## src/rlcc_defines.svh

```systemverilog
// Register offsets, field positions and reset values of the logical
// capability register bank. Assumes inclusion by bare name.
`ifndef RLCC_DEFINES_SVH
`define RLCC_DEFINES_SVH

`define RLCC_OFF_TGT_CAP 4'h0
`define RLCC_OFF_ADDR_CTL 4'h4
`define RLCC_OFF_BASE_UP 4'h8
`define RLCC_OFF_BASE_LO 4'hC

`define RLCC_CAP_RESET 32'h0000_0004
`define RLCC_AWS_RESET 3'h1
`define RLCC_AWS_66 3'h4
`define RLCC_AWS_50 3'h2
`define RLCC_AWS_34 3'h1

`define RLCC_BASE_UP_RESET 31'h0000_0000
`define RLCC_BASE_LO_RESET 32'h0000_0000
`define RLCC_UP_66_MASK 32'h7FFF_8000
`define RLCC_UP_50_MASK 32'h0000_7FFF
`define RLCC_LO_B35_MASK 32'h8000_0000

`endif

```

## src/rlcc_pkg.sv

```systemverilog
// Types of the logical capability register bank.
// Assumes rlcc_defines.svh is on the include path.
package rlcc_pkg;

    typedef enum logic [2:0] {
        RLCC_W34 = 3'h1,
        RLCC_W50 = 3'h2,
        RLCC_W66 = 3'h4
    } rlcc_width_t;

    typedef struct packed {
        logic [13:0] rsvd_hi;
        logic [1:0] vendor_field_high;
        logic read_capable;
        logic write_capable;
        logic streaming_store_capable;
        logic acknowledged_store_capable;
        logic message_capable;
        logic doorbell_capable;
        logic rsvd9;
        logic swap_capable;
        logic fetch_increment_capable;
        logic fetch_decrement_capable;
        logic set_capable;
        logic clear_capable;
        logic rsvd3;
        logic port_write_capable;
        logic [1:0] vendor_field_low;
    } rlcc_cap_t;

    typedef struct packed {
        logic wr;
        logic rd;
        logic [3:0] addr;
        logic [31:0] wdata;
    } rlcc_req_t;

endpackage

```

## src/rlcc_regs.sv

```systemverilog
// Logical-layer capability and configuration register bank.
// Assumes a synchronous master with one-cycle strobes; read data one
// cycle after the read strobe.
// Overview of operation
// RULE1 - Capability word is read-only; only bit 2, port-write, reads one.
// RULE2 - Bits 15-10 flag read, write, stream, acked, message, doorbell.
// RULE3 - Bits 8..4 report atomic swap, increment, decrement, set, clear.
// RULE4 - Vendor fields at 17-16 and 1-0 read zero; bits 31-18 zero.
// RULE5 - Address control bits 2-0 writable, reset one, upper bits zero.
// RULE6 - Encodings 100b, 010b, 001b mean 66, 50, 34 bit addressing.
// RULE7 - Upper base: bit 31 reserved, 30-15 in 66-bit, 14-0 in 50/66.
// RULE8 - Lower base: bit 31 only in 50/66 mode, 30-0 low bits.
// RULE9 - Writes to read-only and reserved bits are ignored.
//
// Decided for this implementation: the strobed register port and the register offsets.
`include "rlcc_defines.svh"

module rlcc_regs (
    input wire logic mclk_i,
    input wire logic rst_b_i,
    input wire logic [3:0] addr_i,
    input wire logic [31:0] wdata_i,
    input wire logic wr_i,
    input wire logic rd_i,
    output logic [31:0] rdata_o,
    output logic [2:0] address_width_select_o,
    output logic addr_66_o,
    output logic addr_50_o,
    output logic addr_34_o
);

    ////////////////////////////////////////////////////////////////////////
    // Storage and request.

    rlcc_pkg::rlcc_req_t req;
    rlcc_pkg::rlcc_cap_t cap;
    logic wr_ctl;
    logic [2:0] aws_d;
    logic [2:0] aws_q;
    logic mode_66_d;
    logic mode_66_q;
    logic mode_50_d;
    logic mode_50_q;
    logic mode_34_d;
    logic mode_34_q;
    logic [30:0] base_up_d;
    logic [30:0] base_up_q;
    logic [31:0] base_lo_d;
    logic [31:0] base_lo_q;
    logic [31:0] rdata_d;
    logic [31:0] rdata_q;

    assign req = '{wr: wr_i, rd: rd_i, addr: addr_i, wdata: wdata_i};

    ////////////////////////////////////////////////////////////////////////
    // Helpers.

    // True when the request address selects the given register.
    function automatic logic hits(input logic [3:0] a,
            input logic [3:0] off);
        hits = (a == off);
    endfunction

    // Reserved encodings select no width; software must not write them.
    function automatic logic is_mode(input logic [2:0] v,
                                     input logic [2:0] m);
        is_mode = (v == m);
    endfunction

    // Upper base bits show only in the modes that use them.
    function automatic logic [31:0] upper_view(input logic [30:0] raw,
            input logic m66,
            input logic m50);
        logic [31:0] word;
        word = {1'b0, raw};
        upper_view = 32'h0000_0000;
        if (m66) begin
            upper_view = word & (`RLCC_UP_66_MASK | `RLCC_UP_50_MASK);
        end else if (m50) begin
            upper_view = word & `RLCC_UP_50_MASK;
        end
    endfunction

    // The top bit of the lower base is reserved in 34-bit mode.
    function automatic logic [31:0] lower_view(input logic [31:0] raw,
            input logic wide);
        lower_view = raw & ~`RLCC_LO_B35_MASK;
        if (wide) begin
            lower_view = raw;
        end
    endfunction

    // The control word carries only the width select.
    function automatic logic [31:0] ctl_word(input logic [2:0] v);
        ctl_word = {29'h0000_0000, v};
    endfunction

    ////////////////////////////////////////////////////////////////////////
    // Capability word.

    // Only port-write generation is advertised. Nothing behind this bank
    // serves target requests, so claiming more would invite traffic that
    // no logic here could answer.
    assign cap = rlcc_pkg::rlcc_cap_t'(`RLCC_CAP_RESET); // see RULE1 RULE4

    ////////////////////////////////////////////////////////////////////////
    // Configuration base address.

    // The base address has no load path in this bank, so each register
    // keeps its reset value and a write to it leaves nothing behind.
    always_comb begin
        base_up_d = base_up_q; // see RULE9
        base_lo_d = base_lo_q; // see RULE9
    end

    always_ff @(posedge mclk_i or negedge rst_b_i) begin
        if (!rst_b_i) begin
            base_up_q <= `RLCC_BASE_UP_RESET;
            base_lo_q <= `RLCC_BASE_LO_RESET;
        end else begin
            base_up_q <= base_up_d;
            base_lo_q <= base_lo_d;
        end
    end

    ////////////////////////////////////////////////////////////////////////
    // Address width control.

    assign wr_ctl = req.wr && hits(req.addr, `RLCC_OFF_ADDR_CTL);

    // Only bits 2-0 are stored. A reserved code is kept as written and
    // decodes to no width, so all three mode levels stay low until
    // software writes a legal code again.
    always_comb begin
        aws_d = aws_q;
        if (wr_ctl) begin
            aws_d = req.wdata[2:0]; // see RULE5 RULE9
        end
        mode_66_d = is_mode(aws_d, rlcc_pkg::RLCC_W66); // see RULE6
        mode_50_d = is_mode(aws_d, rlcc_pkg::RLCC_W50); // see RULE6
        mode_34_d = is_mode(aws_d, rlcc_pkg::RLCC_W34); // see RULE6
    end

    // The mode levels are registered from the next field value, so they
    // change on the same edge as the field and never glitch.
    always_ff @(posedge mclk_i or negedge rst_b_i) begin
        if (!rst_b_i) begin
            aws_q <= `RLCC_AWS_RESET; // see RULE5
            mode_66_q <= 1'b0;
            mode_50_q <= 1'b0;
            mode_34_q <= 1'b1;
        end else begin
            aws_q <= aws_d;
            mode_66_q <= mode_66_d;
            mode_50_q <= mode_50_d;
            mode_34_q <= mode_34_d;
        end
    end

    ////////////////////////////////////////////////////////////////////////
    // Read data.

    // Read data is zero in every cycle after one without a read strobe,
    // so a late sample shows zero rather than a stale word.
    always_comb begin
        rdata_d = 32'h0000_0000;
        if (req.rd) begin
            case (req.addr)
                `RLCC_OFF_TGT_CAP: begin
                    rdata_d = cap; // see RULE1 RULE2 RULE3 RULE4
                end
                `RLCC_OFF_ADDR_CTL: begin
                    rdata_d = ctl_word(aws_q); // see RULE5
                end
                `RLCC_OFF_BASE_UP: begin
                    rdata_d = upper_view(base_up_q, mode_66_q,
                        mode_50_q); // see RULE7
                end
                `RLCC_OFF_BASE_LO: begin
                    rdata_d = lower_view(base_lo_q,
                        mode_66_q || mode_50_q); // see RULE8
                end
                default: begin
                    rdata_d = 32'h0000_0000; // see RULE9
                end
            endcase
        end
    end

    always_ff @(posedge mclk_i or negedge rst_b_i) begin
        if (!rst_b_i) begin
            rdata_q <= 32'h0000_0000;
        end else begin
            rdata_q <= rdata_d;
        end
    end

    ////////////////////////////////////////////////////////////////////////
    // Outputs.

    assign rdata_o = rdata_q;
    assign address_width_select_o = aws_q;
    assign addr_66_o = mode_66_q;
    assign addr_50_o = mode_50_q;
    assign addr_34_o = mode_34_q;

endmodule // rlcc_regs

```

## config.mk

```make
export PLATFORM = sky130hd
export DESIGN_NAME = rlcc_regs
export DESIGN_NICKNAME = d
export VERILOG_FILES = /design/src/rlcc_pkg.sv /design/src/rlcc_regs.sv
export VERILOG_INCLUDE_DIRS = /design/src
export SDC_FILE = /design/constraint.sdc
export NUM_CORES = 1
export LEC_CHECK = 0
export BUFFER_PORTS_ARGS = -buffer_cell sky130_fd_sc_hd__buf_2
export CAP_MARGIN = 5
export CORE_UTILIZATION = 31
export CTS_BUF_LIST = sky130_fd_sc_hd__clkbuf_16
export DETAILED_ROUTE_END_ITERATION = 16
export HOLD_SLACK_MARGIN = 0.1
export PLACE_DENSITY = 0.84
export SYNTH_ARGS = -nofsm -noshare
export SYNTH_HDL_FRONTEND = slang
export SYNTH_SLANG_ARGS = --single-unit
export TNS_END_PERCENT = 1
```

## constraint.sdc

```tcl
create_clock -name mclk_i -period 1.1 [get_ports mclk_i]
set_input_delay 0 -clock mclk_i [delete_from_list [all_inputs] [get_ports mclk_i]]
set_output_delay 0 -clock mclk_i [all_outputs]
set_load 0.01 [all_outputs]
```

* Word level (Yosys, flattened, before mapping)
Index checks and enable logic that the tools add are counted.
** Storage, ports and cells
- Input bits :: 40
- Bits in read-only memories :: 0
- Bits in latches :: 0
- Memory bits (writable) :: 0
- Register bits after elaboration :: 38
- Memories kept :: 0
** Operators by class
- Add/subtract/negate cells :: 0
- Equality and inequality tests :: 4
- Bitwise gates (word level) :: 0
- Shift operators :: 0
- Div/mod/pow operators :: 0
- Magnitude comparators :: 0
- Multiplexer cells :: 3
- $mul :: 0
- Reduce and logical (&&, ||, !) cells :: 2
** Operators by type and width (number)
- 32-bit 2-to-1 mux :: 1
- 3-bit one-hot mux with 2 select lines :: 1
- 4-bit by 3-bit == test with 1-bit output, second input constant :: 1
- 4-bit logical NOT :: 1
- 3-bit by 1-bit == test with 1-bit output, second input constant :: 1
- 3-bit by 2-bit == test with 1-bit output, second input constant :: 1
- 3-bit == test, second input constant :: 1
- 3-bit 2-to-1 mux :: 1
- 1-bit logical AND :: 1

* Depth between registers and ports, before layout
Gate-level depths: netlist of the first run.
- Depth in word-level cells :: 4
- Gate-level depth with buffers :: 3
- Gate-level depth less buffers :: 3

* Worst setup path after synthesis of the first run
No wires, ideal clock.
- Kind :: register -> register
- Start :: reg aws_q[0] (netlist: address_width_select_o[0])
- End :: reg mode_66_q (netlist: addr_66_o)
- Buffers on the path :: 0
- Stages on the path, launching flop included :: 3
- Period minus slack after synthesis :: 0.984 ns
- Setup time :: 0.125 ns
- Data arrival time :: 0.860 ns
- Slack :: 0.116 ns
- Path through :: dfstp_2 nor3_1 mux2_2
** On the way
- Word-level cells in the longest chain between the ends :: 2
** Ends and longest elaborated chain
- from (decl) :: line rlcc_regs.sv:39 : logic [2:0] aws_q;
- from (signal assigned) :: line rlcc_regs.sv:148 : aws_q <= `RLCC_AWS_RESET;
- from (signal assigned) :: line rlcc_regs.sv:153 : aws_q <= aws_d;
- 3-bit 2-to-1 mux :: line rlcc_regs.sv:136 : if (wr_ctl) begin
- 3-bit == test :: line rlcc_regs.sv:67 : is_mode = (v == m);
- net mode_66_d :: line rlcc_regs.sv:40 : logic mode_66_d;
- to (signal assigned) :: line rlcc_regs.sv:154 : mode_66_q <= mode_66_d;
- to (decl) :: line rlcc_regs.sv:41 : logic mode_66_q;
The timed path passes the listed nets, and every way through them passes these cells.

* Worst setup path in the final report of the first run
Same ends and word-level chain as after synthesis.

==> flow_summary.html, run 1 <==
<table>
<tr><th>Metric</th><th>Value</th></tr>
<tr><th colspan="2">Clocking</th></tr>
<tr><td>Max H-tree Level</td><td>1</td></tr>
<tr><td>CTS Root Buffer Type</td><td>sky130_fd_sc_hd__clkbuf_16</td></tr>
<tr><td>Clk pin slew, worst setup/hold paths</td><td>40 ps</td></tr>
<tr><td>CTS tree</td><td>built</td></tr>
<tr><td>Number of sinks handled by clock tree synthesis</td><td>9</td></tr>
<tr><td>Clock Path Buffers</td><td>2</td></tr>
<tr><td>Source-to-sink clock delay at the later pin of the worst-skew pair</td><td>230 ps</td></tr>
<tr><td>TritonCTS Buffers</td><td>3</td></tr>
<tr><td>Number of buffers inserted to repair setup after CTS</td><td>0</td></tr>
<tr><th colspan="2">Die</th></tr>
<tr><td>Standard-cell rows</td><td>15</td></tr>
<tr><td>I/O pins</td><td>78</td></tr>
<tr><td>Horizontal die dimension</td><td>46.52 um</td></tr>
<tr><td>Core region area</td><td>1783 um2</td></tr>
<tr><td>Die outline area</td><td>2164 um2</td></tr>
<tr><td>Die H</td><td>46.52 um</td></tr>
<tr><td>Starting density of the core</td><td>34.46%</td></tr>
<tr><th colspan="2">Synthesis</th></tr>
<tr><td>Count of flip-flops with a built-in enable after synthesis</td><td>0</td></tr>
<tr><td>Yosys Warn Count</td><td>0</td></tr>
<tr><td>Share of synthesized flip-flops with an asynchronous set or reset</td><td>100.0%</td></tr>
<tr><td>Yosys cell types</td><td>15</td></tr>
<tr><td>Top flip-flop cell by instance count after synthesis</td><td>sky130_fd_sc_hd__dfrtp_1</td></tr>
<tr><td>Syn_area_per_cell</td><td>9.909 um2</td></tr>
<tr><td>Cell count after synthesis</td><td>62</td></tr>
<tr><td>Seq/Total Area, Yosys</td><td>37.07%</td></tr>
<tr><td>Post-synth design cell area</td><td>614.3 um2</td></tr>
<tr><td>Number of synthesized register bits</td><td>9</td></tr>
<tr><th colspan="2">Global route</th></tr>
<tr><td>Wire length of the first global-routing pass</td><td>1407 um</td></tr>
<tr><td>GRT Util Overall</td><td>10.06%</td></tr>
<tr><td>Number of antenna violations at the first check in global routing</td><td>0</td></tr>
<tr><td>Via count of the first global-routing pass</td><td>350</td></tr>
<tr><td>Largest net degree at the start of global routing</td><td>10</td></tr>
<tr><td>Congestion Overflow GR</td><td>0</td></tr>
<tr><th colspan="2">Finish</th></tr>
<tr><td>Number of antenna cells inserted</td><td>0</td></tr>
<tr><td>Number of nets in the layout</td><td>131</td></tr>
<tr><td>Most used cells in the layout excluding fill and tap cells</td><td>29 x sky130_fd_sc_hd__conb_1, 19 x sky130_fd_sc_hd__buf_2, 7 x sky130_fd_sc_hd__dfrtp_1</td></tr>
<tr><td>Area growth, synth to finish</td><td>24.44%</td></tr>
<tr><td>Filler cell count in the final layout</td><td>162</td></tr>
<tr><td>Leading cell type in the layout, fill and taps excluded</td><td>sky130_fd_sc_hd__conb_1</td></tr>
<tr><td>Ratio of cells with drive above 1 in the final layout</td><td>33.33%</td></tr>
<tr><td>Final Non-Filler Cells</td><td>115</td></tr>
<tr><th colspan="2">Drt</th></tr>
<tr><td>Top layer used by detailed routing</td><td>met4</td></tr>
<tr><td>Routed metal-1 wire length</td><td>367 um</td></tr>
<tr><td>Number of optimization iterations in the first detailed-route pass</td><td>4</td></tr>
<tr><td>Via count</td><td>440</td></tr>
<tr><td>Aggregate routed wire length</td><td>1080 um</td></tr>
<tr><td>Wire length on met2</td><td>558 um</td></tr>
<tr><td>Iter 0 DRT Violations</td><td>6</td></tr>
<tr><td>DRT antenna net count</td><td>0</td></tr>
<tr><td>Met3 wire length</td><td>124 um</td></tr>
<tr><td>Per-cell routed wire length</td><td>9.391 um</td></tr>
<tr><td>Number of vias per cell after detailed routing</td><td>3.826</td></tr>
<tr><td>Number of DRC violations after detailed routing</td><td>0</td></tr>
<tr><th colspan="2">STA</th></tr>
<tr><td>Final worst slack</td><td>92.78 ps</td></tr>
<tr><td>Final-layout setup total negative slack</td><td>0 ps</td></tr>
<tr><td>Highest clock rate</td><td>992.8 MHz</td></tr>
<tr><td>Setup repair after global routing missed its margin</td><td>false</td></tr>
<tr><td>Post-layout minimum cycle time</td><td>1007 ps</td></tr>
<tr><td>Hold violation count in the final report</td><td>0</td></tr>
<tr><td>Clock Skews</td><td>0.4388 ps</td></tr>
<tr><td>Count of final setup violators</td><td>0</td></tr>
<tr><td>Ratio of final minimum period to clock period</td><td>91.57%</td></tr>
<tr><td>Final max-slew violation count</td><td>0</td></tr>
<tr><th colspan="2">Setup path</th></tr>
<tr><td>Critical setup path kind</td><td>flop to flop</td></tr>
<tr><td>Start of the worst register-to-register path</td><td>address_width_select_o[0]</td></tr>
<tr><td>Endpoint type of the worst setup path</td><td>flop</td></tr>
<tr><td>Data required time at the worst endpoint</td><td>1220 ps</td></tr>
<tr><td>Cells on worst reg2reg path</td><td>2</td></tr>
<tr><td>Endpoint of the worst register-to-register path</td><td>addr_66_o</td></tr>
<tr><td>Element type at the critical path start</td><td>flop</td></tr>
<tr><td>Register-to-register setup slack</td><td>90 ps</td></tr>
<tr><td>Worst Path Max Fanout</td><td>6</td></tr>
<tr><td>Arrival time at the worst endpoint</td><td>1120 ps</td></tr>
<tr><th colspan="2">Run</th></tr>
<tr><td># Max-Cap Violations</td><td>0</td></tr>
<tr><th colspan="2">Pwr</th></tr>
<tr><td>Total power</td><td>1308 uW</td></tr>
<tr><td>NetSw</td><td>338.8 uW</td></tr>
<tr><td>Fraction of power consumed by the clock network</td><td>48.1%</td></tr>
<tr><td>Switching part of the total</td><td>25.91%</td></tr>
<tr><td>Power share of the sequential group</td><td>33.3%</td></tr>
<tr><td>Worst vdd ir</td><td>0.6623 mV</td></tr>
<tr><td>Leakage power</td><td>0.0004205 uW</td></tr>
<tr><td>Internal power summed over all cells</td><td>968.8 uW</td></tr>
<tr><td>Share of power burned in combinational logic</td><td>18.6%</td></tr>
<tr><td>Power density over cell area</td><td>1710 nW/um2</td></tr>
<tr><th colspan="2">Placement</th></tr>
<tr><td>Setup WS pre-CTS</td><td>30.47 ps</td></tr>
<tr><td>Port bufs</td><td>19</td></tr>
<tr><td>Gp weighted congestion</td><td>0.8463</td></tr>
<tr><td>Placed insts</td><td>106</td></tr>
<tr><td>Post-DP HPWL</td><td>772.1 um</td></tr>
<tr><th colspan="2">Worst hold path</th></tr>
<tr><td>Type of the tightest min-delay check</td><td>input pin to flop</td></tr>
<tr><td>End of the worst hold path</td><td>rdata_o[2]</td></tr>
<tr><td>HP Start</td><td>addr_i[0]</td></tr>
<tr><td>Cell depth of the worst min-delay path</td><td>3</td></tr>
<tr><th colspan="2">Outcome</th></tr>
<tr><td>Run status</td><td>finished clean</td></tr>
</table>
-- cells in the mapped netlist (2+ instances only) --
cell	n	area, um2
sky130_fd_sc_hd__dfrtp_1	7	175.2
sky130_fd_sc_hd__nand2_1	5	18.77
sky130_fd_sc_hd__mux2_2	4	45.04
sky130_fd_sc_hd__dfstp_2	2	52.55
sky130_fd_sc_hd__and3_1	2	12.51
sky130_fd_sc_hd__nor2_1	4	15.01
sky130_fd_sc_hd__buf_4	29	217.7
sky130_fd_sc_hd__mux2i_1	2	20.02
-- registers in the layout, summed over array words and instances, names as in the netlist --
signal and cells:
address_width_select_o 3, addr_66_o 1, addr_34_o 1, rdata_o 3, addr_50_o 1
-- cells by family (layout without fill, tap and decap cells) --
family,after synthesis,after routing,share of synthesized area [%]
buffers and inverters,30,30,36.05
AO/OA/AOI/OAI,1,1,1.222
multiplexers,6,6,10.59
flip-flops,9,9,37.07
other,1,29,0.6104
AND/OR/NAND/NOR,15,15,14.46
-- worst max path at each step --
stage | start | end | slack, ps | cells after the start
CTS | address_width_select_o[0] | addr_66_o | 100 | 2
global route | address_width_select_o[0] | addr_66_o | 60 | 2
global placement | addr_i[3] | address_width_select_o[2] | 50 | 3
floorplan | address_width_select_o[0] | addr_66_o | 120 | 2
finish | address_width_select_o[0] | addr_66_o | 90 | 2
detailed placement | addr_i[3] | addr_66_o | 30 | 3
-- power by group through the flow --
stage	sequential [uW]	clock [uW]	combinational [uW]
after global placement	433	0	223
after floorplan	456	0	188
final	436	629	243
after detailed placement	438	0	228
after global routing	443	648	272
after CTS	434	639	242
-- metal layers --
layer	vias up	global-route usage [%]
met5	-	0
met4	0	10.59
met3	4	1.569
met2	36	19.44
met1	202	7.820
li1	198	-
-- critical path, cell delays in order, from the launching register on --
cell                      delay [ps]
sky130_fd_sc_hd__dfstp_2         570
sky130_fd_sc_hd__nor3_1           60
sky130_fd_sc_hd__mux2_2          260
-- what timing repair did --
item / CTS / global route
gates resized for setup: 0 / 0
endpoints found under the hold margin: 17 / 0
hold buffers: 5 / 0
-- per-stage QoR --
stage	utilization (%)	hold slack [ps]	cell area [um2]
floorplan	-	-295.6	719.4
finish	42.88	134.0	764.5
CTS	42.88	129.9	764.5
global placement	35.65	-148.7	635.6
detailed placement	35.65	-141.6	635.6
global route	42.88	156.6	764.5
-- area by class of cell --
class	instances	area (um2)	share of cell area (%)
multi-input cells	51	270.3	35.35
flip-flops and latches	9	227.7	29.79
repair buffers	25	152.6	19.97
clock buffers	3	75.07	9.820
well taps	25	31.28	4.092
clock inverters	1	3.754	0.4910
inverters	1	3.754	0.4910
Power figures use the tool's default switching activity.
==> run 2: changes to the inputs <==
- RECOVER_POWER: default -> 50
==> run 2 against run 1 <==
Compared with the run above: cell count unchanged; clock skew did not move; largest power group unchanged; die area unchanged.
==> flow_summary.html, run 2 (synthesis gave the netlist of run 1 again) <==
<table>
<tr><th>Metric</th><th>Value</th></tr>
<tr><th colspan="2">Pwr</th></tr>
<tr><td>Leakage power</td><td>0.0004007 uW (-4.7%)</td></tr>
<tr><td>Power density over cell area</td><td>1721 nW/um2 (+0.63%)</td></tr>
<tr><td>Worst vdd ir</td><td>0.6613 mV (-0.15%)</td></tr>
<tr><td>Total power</td><td>1305 uW (-0.19%)</td></tr>
<tr><th colspan="2">Global route</th></tr>
<tr><td>Top Usage Layer GRT</td><td>met2</td></tr>
<tr><td>Wire length of the first global-routing pass</td><td>1407 um (unchanged)</td></tr>
<tr><td>Grt met1 use</td><td>7.820% (unchanged)</td></tr>
<tr><td>Fraction of met2 tracks used by global routing</td><td>19.44% (unchanged)</td></tr>
<tr><td>GRT met3 Usage</td><td>1.569% (unchanged)</td></tr>
<tr><td>Congestion Overflow GR</td><td>0 (unchanged)</td></tr>
<tr><td>Number of antenna violations at the first check in global routing</td><td>0 (unchanged)</td></tr>
<tr><td>Largest net degree at the start of global routing</td><td>10 (unchanged)</td></tr>
<tr><td>Via count of the first global-routing pass</td><td>350 (unchanged)</td></tr>
<tr><td>GRT Util Overall</td><td>10.06% (unchanged)</td></tr>
<tr><th colspan="2">Die</th></tr>
<tr><td>Standard-cell rows</td><td>15 (unchanged)</td></tr>
<tr><td>Core region area</td><td>1783 um2 (unchanged)</td></tr>
<tr><td>Horizontal die dimension</td><td>46.52 um (unchanged)</td></tr>
<tr><td>Starting density of the core</td><td>34.46% (unchanged)</td></tr>
<tr><td>I/O pins</td><td>78 (unchanged)</td></tr>
<tr><td>Die outline area</td><td>2164 um2 (unchanged)</td></tr>
<tr><td>Die H</td><td>46.52 um (unchanged)</td></tr>
<tr><th colspan="2">Setup path</th></tr>
<tr><td>Worst Path Max Fanout</td><td>6 (unchanged)</td></tr>
<tr><td>Endpoint type of the worst setup path</td><td>flop</td></tr>
<tr><td>Arrival time at the worst endpoint</td><td>1120 ps (about the same)</td></tr>
<tr><td>Element type at the critical path start</td><td>flop</td></tr>
<tr><td>Critical setup path kind</td><td>flop to flop</td></tr>
<tr><td>Data required time at the worst endpoint</td><td>1220 ps (about the same)</td></tr>
<tr><th colspan="2">Drt</th></tr>
<tr><td>Aggregate routed wire length</td><td>1087 um (+0.65%)</td></tr>
<tr><td>Iter 0 DRT Violations</td><td>4 (-2)</td></tr>
<tr><td>DRT antenna net count</td><td>0 (unchanged)</td></tr>
<tr><td>Per-cell routed wire length</td><td>9.452 um (+0.65%)</td></tr>
<tr><td>Number of vias per cell after detailed routing</td><td>3.843 (+0.45%)</td></tr>
<tr><td>Via count</td><td>442 (+0.45%)</td></tr>
<tr><td>Number of optimization iterations in the first detailed-route pass</td><td>4 (unchanged)</td></tr>
<tr><td>Number of DRC violations after detailed routing</td><td>0 (unchanged)</td></tr>
<tr><th colspan="2">Placement</th></tr>
<tr><td>Port bufs</td><td>19 (unchanged)</td></tr>
<tr><td>Setup WS pre-CTS</td><td>30.47 ps (unchanged)</td></tr>
<tr><td>Placed insts</td><td>106 (unchanged)</td></tr>
<tr><td>Post-DP HPWL</td><td>772.1 um (unchanged)</td></tr>
<tr><td>Gp weighted congestion</td><td>0.8463 (unchanged)</td></tr>
<tr><th colspan="2">STA</th></tr>
<tr><td>Hold violation count in the final report</td><td>0 (unchanged)</td></tr>
<tr><td>Clock Skews</td><td>0.4388 ps (unchanged)</td></tr>
<tr><td>Highest clock rate</td><td>992.8 MHz (unchanged)</td></tr>
<tr><td>Final-layout setup total negative slack</td><td>0 ps (unchanged)</td></tr>
<tr><td>Setup repair after global routing missed its margin</td><td>false</td></tr>
<tr><td>Ratio of final minimum period to clock period</td><td>91.57% (about the same)</td></tr>
<tr><td>Final worst slack</td><td>92.78 ps (+0.0001000 ps)</td></tr>
<tr><td>Post-layout minimum cycle time</td><td>1007 ps (-0.0001000 ps)</td></tr>
<tr><td>Count of final setup violators</td><td>0 (unchanged)</td></tr>
<tr><td>Final max-slew violation count</td><td>0 (unchanged)</td></tr>
<tr><th colspan="2">Clocking</th></tr>
<tr><td>Number of sinks handled by clock tree synthesis</td><td>9 (unchanged)</td></tr>
<tr><td>CTS tree</td><td>built</td></tr>
<tr><td>Max H-tree Level</td><td>1 (unchanged)</td></tr>
<tr><td>Source-to-sink clock delay at the later pin of the worst-skew pair</td><td>230 ps (about the same)</td></tr>
<tr><td>CTS Root Buffer Type</td><td>sky130_fd_sc_hd__clkbuf_16</td></tr>
<tr><td>Clk pin slew, worst setup/hold paths</td><td>40 ps (about the same)</td></tr>
<tr><td>Clock Path Buffers</td><td>2 (unchanged)</td></tr>
<tr><td>TritonCTS Buffers</td><td>3 (unchanged)</td></tr>
<tr><td>Post-CTS sizing</td><td>0 (unchanged)</td></tr>
<tr><th colspan="2">Finish</th></tr>
<tr><td>Filler cell count in the final layout</td><td>166 (+2.5%)</td></tr>
<tr><td>Most used cells in the layout excluding fill and tap cells</td><td>29 x sky130_fd_sc_hd__conb_1, 14 x sky130_fd_sc_hd__buf_2, 7 x sky130_fd_sc_hd__dfrtp_1</td></tr>
<tr><td>Leading cell type in the layout, fill and taps excluded</td><td>sky130_fd_sc_hd__conb_1</td></tr>
<tr><td>Area growth, synth to finish</td><td>23.42%</td></tr>
<tr><td>Number of antenna cells inserted</td><td>0 (unchanged)</td></tr>
<tr><td>Final Non-Filler Cells</td><td>115 (unchanged)</td></tr>
<tr><td>Number of nets in the layout</td><td>131 (unchanged)</td></tr>
<tr><td>Ratio of cells with drive above 1 in the final layout</td><td>27.78% (-5.6 points)</td></tr>
<tr><th colspan="2">Outcome</th></tr>
<tr><td>Run status</td><td>finished clean</td></tr>
<tr><th colspan="2">Run</th></tr>
<tr><td># Max-Cap Violations</td><td>0 (unchanged)</td></tr>
<tr><th colspan="2">Worst hold path</th></tr>
<tr><td>Type of the tightest min-delay check</td><td>input pin to flop</td></tr>
</table>
## run 2: changes by cell type in the layout (fill, tap and decap cells not counted)
cell                       before  now
sky130_fd_sc_hd__buf_2         19   14
sky130_fd_sc_hd__clkbuf_1       0    5
## run 2: routing by layer
| layer | wire, um | vias up | part of all wire [%] |
|---|---|---|---|
| met5 | 0 | - | 0 |
| met4 | 25 | 0 | 2.3 |
| met3 | 128 | 2 | 12 |
| met2 | 561 | 38 | 52 |
| met1 | 371 | 204 | 34 |
| li1 | - | 198 | - |
## run 2: path summary, 6_finish.rpt
check / from / endpoint / slack, ps / depth (start not counted)
worst min-delay path: addr_i[0] / rdata_o[2] / 130 / 3
worst max-delay path: address_width_select_o[0] / addr_66_o / 90 / 2
min in group asynchronous: rst_b_i / addr_50_o / 240 / 2
worst min register to register: address_width_select_o[0] / addr_34_o / 520 / 2
max in group asynchronous: rst_b_i / address_width_select_o[0] / 510 / 2
worst max register to register: address_width_select_o[0] / addr_66_o / 90 / 2
## run 2: power breakdown
part | leakage [uW] | switching (uW) | internal [uW]
clock | 0.0000423 | 154 | 474
sequential | 0.000114 | 43.7 | 392
combinational | 0.000245 | 141 | 99.3
## run 2: cell type report
class	instances	area [um2]	share of cell area, %
Multi-Input combinational cell	51	270.3	35.64
Sequential cell	9	227.7	30.03
Timing Repair Buffer	25	146.4	19.31
Clock buffer	3	75.07	9.901
Tap cell	25	31.28	4.125
Clock inverter	1	3.754	0.4950
Inverter	1	3.754	0.4950
## run 2: worst max-delay path, cell delays in order (launching register included)
cell	delay (ps)
sky130_fd_sc_hd__dfstp_2	570
sky130_fd_sc_hd__nor3_1	60
sky130_fd_sc_hd__mux2_2	260
## run 2: repair_timing
action / 4_1_cts / 5_1_grt
hold buffers: 5 / 0
buffers inserted: 0 / 0
endpoints found under the hold margin: 17 / 0
## run 2: through the flow
stage	util, %	hold slack [ps]	instance area (um2)
after floorplan	-	-295.6	719.4
after global placement	35.65	-148.7	635.6
after detailed placement	35.65	-141.6	635.6
after CTS	42.88	129.9	764.5
after global routing	42.53	156.6	758.2
final	42.53	133.9	758.2
==> run 3: changes to the inputs <==
- CORE_UTILIZATION: 31 -> 33
- PLACE_DENSITY: 0.84 -> 0.89
- clock period: 1.1 -> 1.3 ns (I/O delays scaled with it)
==> run 3 against run 2 <==
Compared with the run above: non-clock buffer count increased by 1; highest routed layer unchanged; hold slack lost 24 ps; via count down 0.23%; cell count increased by 0.87%.
==> flow_summary.html, run 3 (synthesis gave the netlist of run 1 again) <==
<table>
<tr><th>Metric</th><th>Value</th></tr>
<tr><th colspan="2">Outcome</th></tr>
<tr><td>Run status</td><td>finished clean</td></tr>
<tr><th colspan="2">Clocking</th></tr>
<tr><td>CTS tree</td><td>built</td></tr>
<tr><td>Number of sinks handled by clock tree synthesis</td><td>9 (unchanged)</td></tr>
<tr><td>Max H-tree Level</td><td>1 (unchanged)</td></tr>
<tr><td>Number of buffers inserted to repair setup after CTS</td><td>0 (unchanged)</td></tr>
<tr><td>Clock Path Buffers</td><td>2 (unchanged)</td></tr>
<tr><td>Clk pin slew, worst setup/hold paths</td><td>40 ps (about the same)</td></tr>
<tr><td>Source-to-sink clock delay at the later pin of the worst-skew pair</td><td>230 ps (about the same)</td></tr>
<tr><td>CTS Root Buffer Type</td><td>sky130_fd_sc_hd__clkbuf_16</td></tr>
<tr><td>TritonCTS Buffers</td><td>3 (unchanged)</td></tr>
<tr><th colspan="2">Drt</th></tr>
<tr><td>Per-cell routed wire length</td><td>8.672 um (-8.2%)</td></tr>
<tr><td>Number of vias per cell after detailed routing</td><td>3.802 (-1.1%)</td></tr>
<tr><td>Aggregate routed wire length</td><td>1006 um (-7.5%)</td></tr>
<tr><td>Iter 0 DRT Violations</td><td>16 (+12)</td></tr>
<tr><td>Number of optimization iterations in the first detailed-route pass</td><td>4 (unchanged)</td></tr>
<tr><td>Via count</td><td>441 (-0.23%)</td></tr>
<tr><td>DRT antenna net count</td><td>0 (unchanged)</td></tr>
<tr><td>Number of DRC violations after detailed routing</td><td>0 (unchanged)</td></tr>
<tr><th colspan="2">Setup path</th></tr>
<tr><td>Element type at the critical path start</td><td>input pin</td></tr>
<tr><td>Data required time at the worst endpoint</td><td>1460 ps (+240 ps)</td></tr>
<tr><td>Register-to-register setup slack</td><td>270 ps (+180 ps)</td></tr>
<tr><td>Cell class contributing the biggest share of worst-path delay</td><td>buffers and inverters</td></tr>
<tr><td>Critical Path Start</td><td>wdata_i[0]</td></tr>
<tr><td>Ordered cell list for the critical path</td><td>dlygate4sd3_1 &gt; buf_2 &gt; nand2_1 &gt; dlygate4sd3_1 &gt; mux2i_1</td></tr>
<tr><td>Most numerous cell on the critical path</td><td>sky130_fd_sc_hd__dlygate4sd3_1</td></tr>
<tr><td>Buffers plus inverters on the worst setup path</td><td>3 (+3)</td></tr>
<tr><td>Cells on worst reg2reg path</td><td>2 (unchanged)</td></tr>
<tr><td>Arrival time at the worst endpoint</td><td>1390 ps (+270 ps)</td></tr>
<tr><td>CP max stage delay</td><td>550 ps (-20 ps)</td></tr>
<tr><td>Worst Path Max Fanout</td><td>4 (-2)</td></tr>
<tr><td>Endpoint of the worst register-to-register path</td><td>addr_66_o</td></tr>
<tr><td>Critical setup path kind</td><td>input pin to flop</td></tr>
<tr><td>Start of the worst register-to-register path</td><td>address_width_select_o[0]</td></tr>
<tr><td>Endpoint type of the worst setup path</td><td>flop</td></tr>
<tr><td>Critical-path cell with the highest stage delay</td><td>sky130_fd_sc_hd__dlygate4sd3_1</td></tr>
<tr><th colspan="2">STA</th></tr>
<tr><td>Count of final setup violators</td><td>0 (unchanged)</td></tr>
<tr><td>Setup repair after global routing missed its margin</td><td>false</td></tr>
<tr><td>Clock Skews</td><td>0.9770 ps (+0.5382 ps)</td></tr>
<tr><td>Hold violation count in the final report</td><td>0 (unchanged)</td></tr>
<tr><td>Highest clock rate</td><td>815.5 MHz</td></tr>
<tr><td>Final-layout setup total negative slack</td><td>0 ps (unchanged)</td></tr>
<tr><td>Final max-slew violation count</td><td>0 (unchanged)</td></tr>
<tr><td>Ratio of final minimum period to clock period</td><td>94.32%</td></tr>
<tr><td>Post-layout minimum cycle time</td><td>1226 ps</td></tr>
<tr><th colspan="2">Die</th></tr>
<tr><td>Die outline area</td><td>2038 um2 (-5.8%)</td></tr>
<tr><td>Core region area</td><td>1727 um2 (-3.2%)</td></tr>
<tr><td>Horizontal die dimension</td><td>45.15 um (-2.9%)</td></tr>
<tr><td>Die H</td><td>45.15 um (-2.9%)</td></tr>
<tr><td>I/O pins</td><td>78 (unchanged)</td></tr>
<tr><td>Starting density of the core</td><td>35.58% (+1.1 points)</td></tr>
<tr><td>Standard-cell rows</td><td>15 (unchanged)</td></tr>
<tr><th colspan="2">Worst hold path</th></tr>
<tr><td>End of the worst hold path</td><td>rdata_o[2]</td></tr>
<tr><td>HP Start</td><td>addr_i[0]</td></tr>
<tr><td>Type of the tightest min-delay check</td><td>input pin to flop</td></tr>
<tr><td>Cell depth of the worst min-delay path</td><td>3 (unchanged)</td></tr>
<tr><th colspan="2">Finish</th></tr>
<tr><td>Number of nets in the layout</td><td>132 (+0.76%)</td></tr>
<tr><td>Leading cell type in the layout, fill and taps excluded</td><td>sky130_fd_sc_hd__conb_1</td></tr>
<tr><td>Ratio of cells with drive above 1 in the final layout</td><td>27.47% (-0.31 points)</td></tr>
<tr><td>Number of antenna cells inserted</td><td>0 (unchanged)</td></tr>
<tr><td>Filler cell count in the final layout</td><td>166 (unchanged)</td></tr>
<tr><td>Area growth, synth to finish</td><td>25.05%</td></tr>
<tr><td>Final standard cell area without fillers</td><td>768.2 um2 (+1.3%)</td></tr>
<tr><td>Most used cells in the layout excluding fill and tap cells</td><td>29 x sky130_fd_sc_hd__conb_1, 14 x sky130_fd_sc_hd__buf_2, 7 x sky130_fd_sc_hd__dfrtp_1</td></tr>
<tr><th colspan="2">Placement</th></tr>
<tr><td>Placed inst area</td><td>635.6 um2 (unchanged)</td></tr>
<tr><td>Port bufs</td><td>19 (unchanged)</td></tr>
<tr><td>Gp weighted congestion</td><td>0.8178 (-3.4%)</td></tr>
<tr><td>Post-DP HPWL</td><td>743.4 um (-3.7%)</td></tr>
<tr><th colspan="2">Global route</th></tr>
<tr><td>Wire length of the first global-routing pass</td><td>1490 um (+5.9%)</td></tr>
<tr><td>Largest net degree at the start of global routing</td><td>10 (unchanged)</td></tr>
<tr><td>Via count of the first global-routing pass</td><td>366 (+4.6%)</td></tr>
<tr><td>Number of antenna violations at the first check in global routing</td><td>0 (unchanged)</td></tr>
<tr><td>Congestion Overflow GR</td><td>0 (unchanged)</td></tr>
<tr><td>GRT Util Overall</td><td>11.58% (+1.5 points)</td></tr>
<tr><th colspan="2">Run</th></tr>
<tr><td># Max-Cap Violations</td><td>0 (unchanged)</td></tr>
<tr><th colspan="2">Pwr</th></tr>
<tr><td>Worst vdd ir</td><td>0.7743 mV (+17%)</td></tr>
<tr><td>Power density over cell area</td><td>1432 nW/um2 (-17%)</td></tr>
<tr><td>Total power</td><td>1100 uW (-16%)</td></tr>
<tr><td>Leakage power</td><td>0.0004028 uW (+0.52%)</td></tr>
</table>
==> run 3: cell types whose count changed in the layout (fill, tap and decap cells not counted), sizes merged <==
cell         previous run  this run
dlygate4sd3             5         6
==> run 3: how the worst max path moves through the flow <==
stage | to | slack [ps] | depth (start not counted)
5_1_grt | addr_34_o | 40 | 5
4_1_cts | addr_34_o | 70 | 5
2_1_floorplan | addr_66_o | 320 | 2
3_3_place_gp | address_width_select_o[1] | 250 | 3
6_report | addr_34_o | 70 | 5
3_5_place_dp | addr_66_o | 220 | 3
==> run 3: cell type report <==
class                           instances  area [um2]  share of cell area (%)
Inverter                                1       3.754                  0.4886
Sequential cell                         9       227.7                   29.64
Timing Repair Buffer                   26       156.4                   20.36
Clock buffer                            3       75.07                   9.772
Clock inverter                          1       3.754                  0.4886
Tap cell                               25       31.28                   4.072
Multi-Input combinational cell         51       270.3                   35.18
==> run 3: worst min-delay path, delay by kind of cell <==
kind | cells | cell delay [ps]
compound gates | 1 | 120
simple gates | 1 | 70
buf+inv | 1 | 110
==> run 3: through the flow <==
step,setup WS [ps],util (%),hold WS (ps),std cells
5_1_grt,37.72,44.49,123.4,116
3_5_place_dp,223.9,36.81,-145.6,106
4_1_cts,74.35,44.86,104.9,116
6_report,73.79,44.49,110.3,116
2_1_floorplan,315.8,-,-295.6,90
3_3_place_gp,249.5,36.81,-148.3,106
==> run 3: power by group <==
| part | switching (uW) | internal, uW | total [uW] |
|---|---|---|---|
| Combinational | 124 | 85.7 | 210 |
| Sequential | 36.9 | 332 | 369 |
| Clock | 121 | 400 | 521 |
| Total | 282 | 818 | 1100 |
==> run 3: routing by layer <==
layer	GRT usage, %	routed length [um]	up-vias
met5	0	0	-
li1	-	-	199
met4	12.73	40	0
met2	18.84	475	39
met1	10.12	356	199
met3	4.800	134	4
==> run 3: repair_timing <==
| action | CTS | global route |
|---|---|---|
| hold endpoints to repair | 17 | 0 |
| hold buffers | 6 | 0 |
| gates resized for setup | 0 | 0 |
